**config.mk**
```make
export PLATFORM = sky130hd
export DESIGN_NAME = swc_top
export DESIGN_NICKNAME = d
export VERILOG_FILES = /design/src/verilog/swc_pkg.sv /design/src/verilog/swc_wdt.sv /design/src/verilog/swc_top.sv
export SDC_FILE = /design/constraint.sdc
export NUM_CORES = 1
export LEC_CHECK = 0
export ABC_AREA = 1
export BUFFER_PORTS_ARGS = -buffer_cell sky130_fd_sc_hd__buf_2
export CAP_MARGIN = 30
export CORE_MARGIN = 2
export CORE_UTILIZATION = 45
export DETAILED_ROUTE_END_ITERATION = 10
export PLACE_DENSITY = 0.76
export SYNTH_ARGS = -nofsm -noshare
export SYNTH_HDL_FRONTEND = slang
export SYNTH_SLANG_ARGS = --single-unit
```
**constraint.sdc**
```tcl
create_clock -name clk -period 2.5 [get_ports clk]
set_input_delay 0.5 -clock clk [delete_from_list [all_inputs] [get_ports clk]]
set_output_delay 0.5 -clock clk [all_outputs]
set_load 0.02 [all_outputs]
```
**src/verilog/swc_pkg.sv**
```systemverilog
// constants, types and register map of the sleep and wake controller
package swc_pkg;

  // ---------------------------------------------------------------
  // register offsets
  // ---------------------------------------------------------------
  localparam logic [2:0] OFS_INTCTL = 3'h0;
  localparam logic [2:0] OFS_PENA = 3'h1;
  localparam logic [2:0] OFS_PENB = 3'h2;
  localparam logic [2:0] OFS_PREQA = 3'h3;
  localparam logic [2:0] OFS_PREQB = 3'h4;
  localparam logic [2:0] OFS_CSTAT = 3'h5;

  // ---------------------------------------------------------------
  // field positions
  // ---------------------------------------------------------------
  localparam int GIE_BIT = 7;
  localparam int PERIPHERAL_IRQ_ENABLE_BIT = 6;
  localparam int CONV2_BIT = 6;
  localparam int BCOL_BIT = 3;
  localparam int EXPIRY_BIT = 4;
  localparam int PDOWN_BIT = 3;

  // ---------------------------------------------------------------
  // implemented-bit masks and reset values
  // ---------------------------------------------------------------
  localparam logic [7:0] MASK_PA = 8'hfb;
  localparam logic [7:0] MASK_PB = 8'h48;
  localparam logic [7:0] MASK_ALU = 8'h07;
  localparam logic [7:0] RST_INTCTL = 8'h00;
  localparam logic [7:0] RST_PENA = 8'h00;
  localparam logic [7:0] RST_PENB = 8'h00;
  localparam logic [7:0] RST_PREQA = 8'h00;
  localparam logic [7:0] RST_PREQB = 8'h00;
  localparam logic [2:0] RST_ALU = 3'h0;

  // ---------------------------------------------------------------
  // watchdog: low-frequency ticks, 2 s nominal at 31 kHz
  // ---------------------------------------------------------------
  localparam logic [15:0] WDT_DEF_TICKS = 16'hf230;
  localparam logic [1:0] WDT_ALWAYS = 2'h3;
  localparam logic [1:0] WDT_NO_SLEEP = 2'h2;
  localparam logic [1:0] WDT_SOFT = 2'h1;

  // ---------------------------------------------------------------
  // timer clock sources
  // ---------------------------------------------------------------
  localparam logic [1:0] T1_SRC_SYS = 2'h0;

  // ---------------------------------------------------------------
  // types
  // ---------------------------------------------------------------
  typedef enum logic [2:0] {
    ST_RUN = 3'b001,
    ST_SLEEP = 3'b010,
    ST_RESUME = 3'b100
  } swc_state_t;

  typedef struct packed {
    logic wr;
    logic rd;
    logic [2:0] addr;
    logic [7:0] wdata;
  } swc_req_t;

  typedef struct packed {
    logic [2:0] core;
    logic [7:0] pa;
    logic [7:0] pb;
  } swc_evt_t;

endpackage : swc_pkg

```
**src/verilog/swc_wdt.sv**
```systemverilog
// watchdog counter running on low-frequency ticks
`timescale 1ns/10ps
module swc_wdt
  import swc_pkg::*;
#(
  parameter logic [15:0] LIMIT = WDT_DEF_TICKS
) (
  // clock and reset
  input wire logic clk,
  input wire logic rst_n,
  // control
  input wire logic clear,
  input wire logic run,
  input wire logic tick,
  // status
  output logic [15:0] count,
  output logic expired
);

  logic [15:0] cnt_ff;
  logic exp_ff;
  logic [15:0] nxt_cnt;
  logic nxt_exp;
  wire at_limit = (cnt_ff == LIMIT);

  // a stopped watchdog stays cleared
  assign nxt_cnt = (clear || !run || at_limit) ? 16'h0000 :
                   tick ? cnt_ff + 16'h0001 : cnt_ff;
  assign nxt_exp = run && !clear && at_limit;
  assign count = cnt_ff;
  assign expired = exp_ff;

  always_ff @(posedge clk) begin
    if (!rst_n) begin
      cnt_ff <= 16'h0000;
      exp_ff <= 1'b0;
    end else begin
      cnt_ff <= nxt_cnt;
      exp_ff <= nxt_exp;
    end
  end

endmodule : swc_wdt

```
**src/verilog/swc_top.sv**
```systemverilog
// sleep and wake controller with interrupt request and enable registers
//
// Design decisions made here: the register offsets and the strobed register port.
`timescale 1ns/10ps
module swc_top
  import swc_pkg::*;
#(
  parameter logic [15:0] WDT_TIMEOUT_TICKS = WDT_DEF_TICKS
) (
  // clock and reset
  input wire logic clk,
  input wire logic rst_n,
  // register port
  input wire swc_req_t req,
  output logic [7:0] rd_data_ff,
  // cpu sequencer
  input wire logic sleep_instr,
  input wire logic clr_wdt_instr,
  input wire logic next_instr_done,
  output logic cpu_clk_en_ff,
  output logic prefetch_ff,
  output logic nop_ff,
  output logic wake_ff,
  output logic vector_ff,
  output logic irq_req_ff,
  // interrupt and reset sources
  input wire swc_evt_t evt,
  input wire logic master_reset_pin_evt,
  input wire logic master_reset_pin_en,
  input wire logic brownout_reset_evt,
  input wire logic brownout_reset_en,
  input wire logic power_on_evt,
  output logic dev_reset_ff,
  output logic wdt_reset_ff,
  // low-frequency clock and sleep-time peripherals
  input wire logic lf_tick,
  input wire logic [1:0] wdt_mode,
  input wire logic wdt_soft_en,
  input wire logic [1:0] timer_src,
  input wire logic conv_rc_sel,
  output logic lf_osc_run_ff,
  output logic timer_run_ff,
  output logic conv_run_ff,
  output logic port_hold_ff
);

  // ---------------------------------------------------------------
  // registers
  // ---------------------------------------------------------------
  swc_state_t state_ff;
  swc_state_t nxt_state;
  logic [7:0] intctl_ff;
  logic [7:0] pena_ff;
  logic [7:0] penb_ff;
  logic [7:0] preqa_ff;
  logic [7:0] preqb_ff;
  logic [2:0] alu_ff;
  logic expiry_ff;
  logic pdown_ff;
  logic [15:0] wdt_count;
  logic wdt_expired;

  // ---------------------------------------------------------------
  // decode
  // ---------------------------------------------------------------
  wire wr_intctl = req.wr && (req.addr == OFS_INTCTL);
  wire wr_pena = req.wr && (req.addr == OFS_PENA);
  wire wr_penb = req.wr && (req.addr == OFS_PENB);
  wire wr_preqa = req.wr && (req.addr == OFS_PREQA);
  wire wr_preqb = req.wr && (req.addr == OFS_PREQB);
  wire wr_cstat = req.wr && (req.addr == OFS_CSTAT);
  wire in_run = (state_ff == ST_RUN);
  wire in_sleep = (state_ff == ST_SLEEP);
  wire in_resume = (state_ff == ST_RESUME);
  wire global_irq_enable = intctl_ff[GIE_BIT];
  wire peripheral_irq_enable = intctl_ff[PERIPHERAL_IRQ_ENABLE_BIT];

  // ---------------------------------------------------------------
  // wake request
  // ---------------------------------------------------------------
  wire core_hit = |(intctl_ff[5:3] & intctl_ff[2:0]);
  wire periph_hit = peripheral_irq_enable && (|(pena_ff & preqa_ff) || |(penb_ff & preqb_ff));
  wire wake_req = core_hit || periph_hit;
  wire lf_wake = in_sleep && lf_tick && wake_req;
  wire wdt_wake = in_sleep && wdt_expired;
  wire any_wake = lf_wake || wdt_wake;
  // reset sources act the same asleep or awake
  wire reset_evt = (master_reset_pin_evt && master_reset_pin_en) ||
                   (brownout_reset_evt && brownout_reset_en) ||
                   power_on_evt;
  wire sleep_go = in_run && sleep_instr && !reset_evt;
  wire sleep_nop = sleep_go && wake_req;
  wire sleep_enter = sleep_go && !wake_req;

  // ---------------------------------------------------------------
  // flags: hardware set wins over software write
  // ---------------------------------------------------------------
  wire [7:0] nxt_intctl = (wr_intctl ? req.wdata : intctl_ff) |
                          {5'h00, evt.core};
  wire [7:0] nxt_pena = (wr_pena ? req.wdata : pena_ff) & MASK_PA;
  wire [7:0] nxt_penb = (wr_penb ? req.wdata : penb_ff) & MASK_PB;
  wire [7:0] nxt_preqa = ((wr_preqa ? req.wdata : preqa_ff) | evt.pa) & MASK_PA;
  wire [7:0] nxt_preqb = ((wr_preqb ? req.wdata : preqb_ff) | evt.pb) & MASK_PB;
  wire [2:0] nxt_alu = wr_cstat ? req.wdata[2:0] : alu_ff;

  // sleep entry and watchdog wake override software; a no-op leaves both alone
  wire nxt_expiry = sleep_enter ? 1'b1 :
                    wdt_wake ? 1'b0 :
                    clr_wdt_instr ? 1'b1 : expiry_ff;
  wire nxt_pdown = sleep_enter ? 1'b0 :
                   clr_wdt_instr ? 1'b1 : pdown_ff;

  // ---------------------------------------------------------------
  // read mux
  // ---------------------------------------------------------------
  wire [7:0] cstat_val = {3'h0, expiry_ff, pdown_ff, alu_ff};
  wire [7:0] rd_mux = (req.addr == OFS_INTCTL) ? intctl_ff :
                      (req.addr == OFS_PENA) ? pena_ff :
                      (req.addr == OFS_PENB) ? penb_ff :
                      (req.addr == OFS_PREQA) ? preqa_ff :
                      (req.addr == OFS_PREQB) ? (preqb_ff & MASK_PB) :
                      (req.addr == OFS_CSTAT) ? cstat_val : 8'h00;
  wire [7:0] nxt_rd_data = req.rd ? rd_mux : 8'h00;

  // ---------------------------------------------------------------
  // watchdog
  // ---------------------------------------------------------------
  wire wdt_run = (wdt_mode == WDT_ALWAYS) ||
                 ((wdt_mode == WDT_NO_SLEEP) && !in_sleep) ||
                 ((wdt_mode == WDT_SOFT) && wdt_soft_en);
  wire wdt_clear = sleep_enter || any_wake || clr_wdt_instr;

  swc_wdt #(
    .LIMIT(WDT_TIMEOUT_TICKS)
  ) u_wdt (
    .clk(clk),
    .rst_n(rst_n),
    .clear(wdt_clear),
    .run(wdt_run),
    .tick(lf_tick),
    .count(wdt_count),
    .expired(wdt_expired)
  );

  // ---------------------------------------------------------------
  // sequencer
  // ---------------------------------------------------------------
  always_comb begin
    nxt_state = state_ff;
    case (state_ff)
      ST_RUN: begin
        if (sleep_enter) begin
          nxt_state = ST_SLEEP;
        end
      end
      ST_SLEEP: begin
        if (any_wake) begin
          nxt_state = ST_RESUME;
        end
      end
      ST_RESUME: begin
        if (next_instr_done) begin
          nxt_state = ST_RUN;
        end
      end
      default: begin
        nxt_state = ST_RUN;
      end
    endcase
    if (reset_evt) begin
      nxt_state = ST_RUN;
    end
  end

  wire nxt_asleep = (nxt_state == ST_SLEEP);
  wire nxt_vector = in_resume && next_instr_done && global_irq_enable && wake_req;
  wire nxt_timer_run = !nxt_asleep || (timer_src != T1_SRC_SYS);
  wire nxt_conv_run = !nxt_asleep || conv_rc_sel;

  always_ff @(posedge clk) begin
    if (!rst_n) begin
      state_ff <= ST_RUN;
      intctl_ff <= RST_INTCTL;
      pena_ff <= RST_PENA;
      penb_ff <= RST_PENB;
      preqa_ff <= RST_PREQA;
      preqb_ff <= RST_PREQB;
      alu_ff <= RST_ALU;
      expiry_ff <= 1'b1;
      pdown_ff <= 1'b1;
    end else begin
      state_ff <= nxt_state;
      intctl_ff <= nxt_intctl;
      pena_ff <= nxt_pena;
      penb_ff <= nxt_penb;
      preqa_ff <= nxt_preqa;
      preqb_ff <= nxt_preqb;
      alu_ff <= nxt_alu;
      expiry_ff <= nxt_expiry;
      pdown_ff <= nxt_pdown;
    end
  end

  always_ff @(posedge clk) begin
    if (!rst_n) begin
      rd_data_ff <= 8'h00;
      cpu_clk_en_ff <= 1'b1;
      prefetch_ff <= 1'b0;
      nop_ff <= 1'b0;
      wake_ff <= 1'b0;
      vector_ff <= 1'b0;
      irq_req_ff <= 1'b0;
    end else begin
      rd_data_ff <= nxt_rd_data;
      cpu_clk_en_ff <= !nxt_asleep;
      prefetch_ff <= sleep_go;
      nop_ff <= sleep_nop;
      wake_ff <= any_wake && !reset_evt;
      vector_ff <= nxt_vector;
      irq_req_ff <= global_irq_enable && in_run && wake_req;
    end
  end

  always_ff @(posedge clk) begin
    if (!rst_n) begin
      dev_reset_ff <= 1'b0;
      wdt_reset_ff <= 1'b0;
      lf_osc_run_ff <= 1'b0;
      timer_run_ff <= 1'b1;
      conv_run_ff <= 1'b1;
      port_hold_ff <= 1'b0;
    end else begin
      dev_reset_ff <= reset_evt;
      wdt_reset_ff <= wdt_expired && !in_sleep;
      lf_osc_run_ff <= 1'b1;
      timer_run_ff <= nxt_timer_run;
      conv_run_ff <= nxt_conv_run;
      port_hold_ff <= nxt_asleep;
    end
  end
endmodule : swc_top

```
* Yosys cells after proc, flatten, opt, wreduce, memory -nomap -nowiden
Cells that the tools add are included.
** Storage, ports and cells
- Register bits :: 73
- Input port bits :: 49
- Output and inout bits :: 20
- Logic and storage cells :: 121
** Cells by class
- $add $sub $neg :: 1
- Equality and inequality tests :: 13
- Multiplexer cells :: 18
- Bitwise logic cells :: 7
- Reductions and logical operators :: 56
** Operators by type and width (number)
- 2-to-1 mux 8 bit :: 6
- logical AND 1 bit :: 27
- adder 16 x 1 -> 16 bit, second input constant :: 1
- equality test 16 bit, second input constant :: 1
- OR reduction 8 bit :: 2
- 2-to-1 mux 7 bit :: 2
- logical OR 1 bit :: 13
- equality test 3 x 2 -> 1 bit, second input constant :: 4
- 2-to-1 mux 3 bit :: 4
- equality test 3 bit, second input constant :: 3
- one-hot mux 3 bit (3 select lines) :: 1
- AND 8 bit :: 1
- bitwise OR 8 x 3 -> 8 bit :: 1
- bitwise OR 8 bit :: 1
- AND 7 bit :: 1
- bitwise OR 7 bit :: 1
- equality test 3 x 1 -> 1 bit, second input constant :: 2
- logical NOT 1 bit :: 6
- nonzero test 2 bit :: 3
- 2-to-1 mux 5 bit :: 1
- equality test 2 bit, second input constant :: 2
- 2-to-1 mux 1 bit :: 4
- OR reduction 2 bit :: 2
- AND 3 bit :: 1
- 5 further kinds :: 5

* Depth between registers and ports, before layout
- Depth after elaboration :: 13
- Depth in mapped cells :: 12
- Mapped depth without buffers :: 11

* By module
From an unflattened synthesis, not the netlist that was laid out.
** Second synthesis, totals
- Cell total of the unflattened synthesis :: 461
- Area, all modules :: 3254.4 sq um
** By module, submodules not included
- swc_top :: instances 1, cells an instance 311, area an instance 2287.2 sq um, sequential area each 1081.0 sq um
- swc_wdt :: instances 1, cells an instance 150, area an instance 967.2 sq um, sequential area each 340.3 sq um

* Worst setup path before layout
No wires, ideal clock.
- Kind :: input-to-reg
- Start point :: input port brownout_reset_evt
- End point :: register u_wdt.cnt_ff[12], in the netlist u_wdt.count[12]
- Setup time :: 0.121 ns
- Arrival time :: 1.360 ns
- Required time :: 2.379 ns
- Slack :: 1.019 ns
- Stages :: 9
- Buffers on the path :: 1
- Path through :: a21oi_1 > nand2_1 > nor2_1 > nand3_2 > nand2_2 > nor2_4 > nand2_4 > buf_12 > nor2_4
** On the way
- Word-level cells in the longest chain between the ends :: 11
** Ends and longest elaborated chain
- start, declared :: RTL line swc_top.sv:30 : input wire logic brownout_reset_evt,
- logical AND 1 bit :: RTL line swc_top.sv:89 : (brownout_reset_evt && brownout_reset_en) ||
- logical OR 1 bit :: RTL line swc_top.sv:88 : wire reset_evt = (master_reset_pin_evt && master_reset_pin_en) ||
- logical OR 1 bit :: RTL line swc_top.sv:89
- logical NOT 1 bit :: RTL line swc_top.sv:91 : wire sleep_go = in_run && sleep_instr && !reset_evt;
- logical AND 1 bit :: RTL line swc_top.sv:91
- logical AND 1 bit :: RTL line swc_top.sv:93 : wire sleep_enter = sleep_go && !wake_req;
- logical OR 1 bit (2 in series) :: RTL line swc_top.sv:131 : wire wdt_clear = sleep_enter || any_wake || clr_wdt_instr;
- logical OR 1 bit (2 in series) :: RTL line swc_wdt.sv:27 : assign nxt_cnt = (clear || !run || at_limit) ? 16'h0000 :
- OR reduction 2 bit (no source line)
- end signal, assigned :: RTL line swc_wdt.sv:38 : cnt_ff <= nxt_cnt;
- end, declared :: RTL line swc_wdt.sv:20 : logic [15:0] cnt_ff;
Every way passes these cells.
A chain may end at the register's enable or synchronous reset.

* Worst setup path in the final report
- Start point :: register u_wdt.cnt_ff[0], in the netlist u_wdt.count[0]
- End point :: register u_wdt.cnt_ff[14], in the netlist u_wdt.count[14]
** On the way
- Word-level cells in the longest chain between the ends :: 3
- Elaborated cells between the ends (all ways) :: 4
- Classes of those cells :: add/sub: 1; eq/ne: 1; reduce/logical: 2
** Ends and longest elaborated chain
- branches (longest 3 deep; another with adder 16 x 1 -> 16 bit)
Parallel ways; which one is timed is not known.

==> impl_metrics.yaml <==
setup_path:
  critical_path_required_ns: 2.74
  worstReg2RegEnd: "u_wdt.count[14]$_SDFFE_PP0P_"
  path_cells: "ha_1 -> nand3_2 -> nor2_4 -> nand4_2 -> nor3_2 -> xnor2_1 -> nor2_4"
  arrival_ns: 1.83
  cpMostUsedCell: "nor2_4"
  crit_cells: 7
  crit_path_top_delay_cell: "dfxtp_1"
  crit_end: "u_wdt.count[14]$_SDFFE_PP0P_"
  crit_path_end_kind: "flip-flop"
  worstReg2RegStart: "u_wdt.count[0]$_SDFFE_PP0P_"
  critical-path-top-delay-family: "simple AND/OR/NAND/NOR gates"
  cp.buffers_inverters: 0
  crit_start: "u_wdt.count[0]$_SDFFE_PP0P_"
  reg2regPathDepth: 7
  crit_type: "reg2reg"
  critPathMaxStageDelay_ns: 0.42
  r2r_slack_ns: 0.91
  worst_setup_path_start_kind: "flip-flop"
  critPathMaxFanout: 5
status:
  status: "finished clean"
power:
  seq_power_share: 0.519
  ir_drop_uv: 401.4
  comb_power_share: 0.082
  p_switching_uw: 580.7
  swShare: 0.2547
  power.density_nw_per_um2: 600.4
  pwr-share-clk: 0.399
  p_leak_nw: 1.794
  p_int_mw: 1.699
die:
  io_pins: 69
  std_cell_rows: 30
  die_w_um: 88.50
  dieHeight_um: 88.50
  core_region_area_um2: 6869
  initial_core_util: 0.4678
  die_area_um2: 7832
layout:
  final_cells: 580
  nNetsFinal: 530
  diodes: 0
  drive_above_1_share: 0.2583
  area.growth.synth_to_final_pct: 18.19
sta:
  slew_headroom: 0.7549
  fin_crit_sh: 0.6369
  period_minus_slack_ns: 1.592
  finalHoldViolCount: 0
  finalSetupViolations: 0
  rsz0062_at_grt: "no"
  finClkSkew_ns: 0.01247
  setup_tns_ns: 0
  tightest_slew_ns: 0.3672
  slew_violations: 0
  fmax_mhz: 628.0
synth:
  synth.avg_cell_area_um2: 7.780
  synth_edf_count: 0
  syn_inst: 413
  synth_flop_cell: "dfxtp_1"
  ys_warn_count: 0
  async_reset_ff_frac: 0
  syn_nets: 464
  synth.distinct_cells: 34
  ys_seq_area_frac: 0.4424
  synth-seq-cells: 71
  synth_area_um2: 3213
global_route:
  grt_pass1_wl_um: 11070
  antenna_found_initial: 0
  grt_use_total: 0.1853
  grt_max_degree: 21
  gr-total-overflow: 0
  grt_pass1_vias: 2538
placement:
  place_congestion: 0.8850
  portBuffers: 61
  dpl.hpwl_um: 5073
  placed_cells: 564
cts:
  insertion_delay_ns: 0.35
  cts.hold.buffers_added: 0
  cts_made_buffers: 9
  clock-root-buffer: "clkbuf_8"
  cts.sinks: 71
  clk_pin_slew_ns: 0.08
  cts_resized: 0
  cts_tree: "built"
  htreeDepth: 3
  clk_path_buf_depth: 2
  post-cts-setup-buffer-count: 0
route:
  viasPerCell: 4.683
  drt_iter0_markers: 77
  wirelength_um: 6589
  dr.pass1.iters: 5
  final_antenna_net_count: 0
  vias: 2716
  post-route-drc-count: 0
  avgRoutedWirePerCell_um: 11.36
flow_run:
  max_cap_viol_count: 0
worst_hold_path:
  hold_path_class: "in2reg"
-- through the flow --
| stage | utilization | worst slack (ns) | hold WS (ns) | power, mW | cell area, um2 |
|---|---|---|---|---|---|
| after floorplan | - | 1.019 | 0.4301 | 1.325 | 3213 |
| after detailed placement | 0.5242 | 0.6480 | 0.4537 | 1.398 | 3601 |
| final | 0.5528 | 0.9076 | 0.3377 | 2.280 | 3797 |
| after global placement | 0.5242 | 0.6918 | 0.4488 | 1.392 | 3601 |
| after CTS | 0.5528 | 0.8869 | 0.3216 | 2.310 | 3797 |
| after global routing | 0.5528 | 0.7777 | 0.3192 | 2.385 | 3797 |
-- worst reg2reg max path, stage by stage, from the launching register on --
cell and delay (ns):
dfxtp_1 0.42, ha_1 0.21, nand3_2 0.11, nor2_4 0.15, nand4_2 0.17, nor3_2 0.17, xnor2_1 0.19, nor2_4 0.06
-- registers in the layout, indices dropped and copies added (netlist names), 2 cells and up --
signal and cells:
alu_ff 3, intctl_ff 8, pena_ff 7, penb_ff 2, preqa_ff 7, preqb_ff 2, rd_data_ff 8, state_ff 3
u_wdt.count 16
-- kinds of logic after synthesis --
family	Yosys count	share of synthesized area
simple gates	168	0.2827
buf+inv	80	0.09930
compound gates	77	0.1262
flops	71	0.4424
xor+xnor	14	0.03816
fa+ha+maj	2	0.007787
mux	1	0.003504
-- how the worst min path moves through the flow --
stage | cells past startpoint | from | end
after global routing | 2 | conv_rc_sel | conv_run_ff$_SDFF_PN1_
after detailed placement | 2 | alu_ff[1]$_SDFFE_PN0P_ | alu_ff[1]$_SDFFE_PN0P_
after floorplan | 2 | alu_ff[0]$_SDFFE_PN0P_ | alu_ff[0]$_SDFFE_PN0P_
after CTS | 2 | conv_rc_sel | conv_run_ff$_SDFF_PN1_
final | 2 | conv_rc_sel | conv_run_ff$_SDFF_PN1_
after global placement | 2 | alu_ff[1]$_SDFFE_PN0P_ | alu_ff[1]$_SDFFE_PN0P_
-- final cells by class --
cell class / count / area [um2]
sequential: 71 / 1421
fill: 674 / 3072
timing repair buffer: 62 / 312.8
multi-input combinational: 262 / 1473
inverter: 73 / 274.0
tap: 96 / 120.1
clock buffer: 10 / 127.6
clock inverter: 6 / 68.82
-- power groups by stage --
stage | sequential (mW) | clock, mW | combinational (mW)
CTS | 1.18 | 0.938 | 0.189
finish | 1.18 | 0.909 | 0.187
floorplan | 1.21 | 0 | 0.113
global route | 1.19 | 0.982 | 0.215
global placement | 1.21 | 0 | 0.183
detailed placement | 1.21 | 0 | 0.188
-- cell usage in the layout (no fill, tap or decap), drive strengths merged, types with 5 or more instances in the layout --
| master | instances |
|---|---|
| a21oi | 27 |
| buf | 62 |
| clkbuf | 10 |
| dfxtp | 71 |
| inv | 74 |
| nand2 | 91 |
| nand3 | 23 |
| nand4 | 5 |
| nor2 | 38 |
| nor3 | 7 |
| o21ai | 43 |
| xnor2 | 8 |
| xor2 | 6 |
-- Yosys cell counts (6+ instances only) --
cell type | instances | area (um2)
nand2_2 | 7 | 43.79
dfxtp_1 | 71 | 1421
nor2_1 | 22 | 82.58
inv_2 | 11 | 41.29
xnor2_1 | 8 | 70.07
nand3_1 | 18 | 90.09
nand2_1 | 80 | 300.3
o21ai_0 | 38 | 190.2
a21oi_1 | 27 | 135.1
nor2_4 | 12 | 135.1
inv_1 | 62 | 232.7
xor2_1 | 6 | 52.55
-- routing by layer --
metal  track usage  share of wire
met5             0              0
met4       0.06612          0.010
met3       0.05970          0.043
met2        0.3144           0.48
met1        0.2204           0.46
No activity file was read; power rests on OpenSTA's default activity.
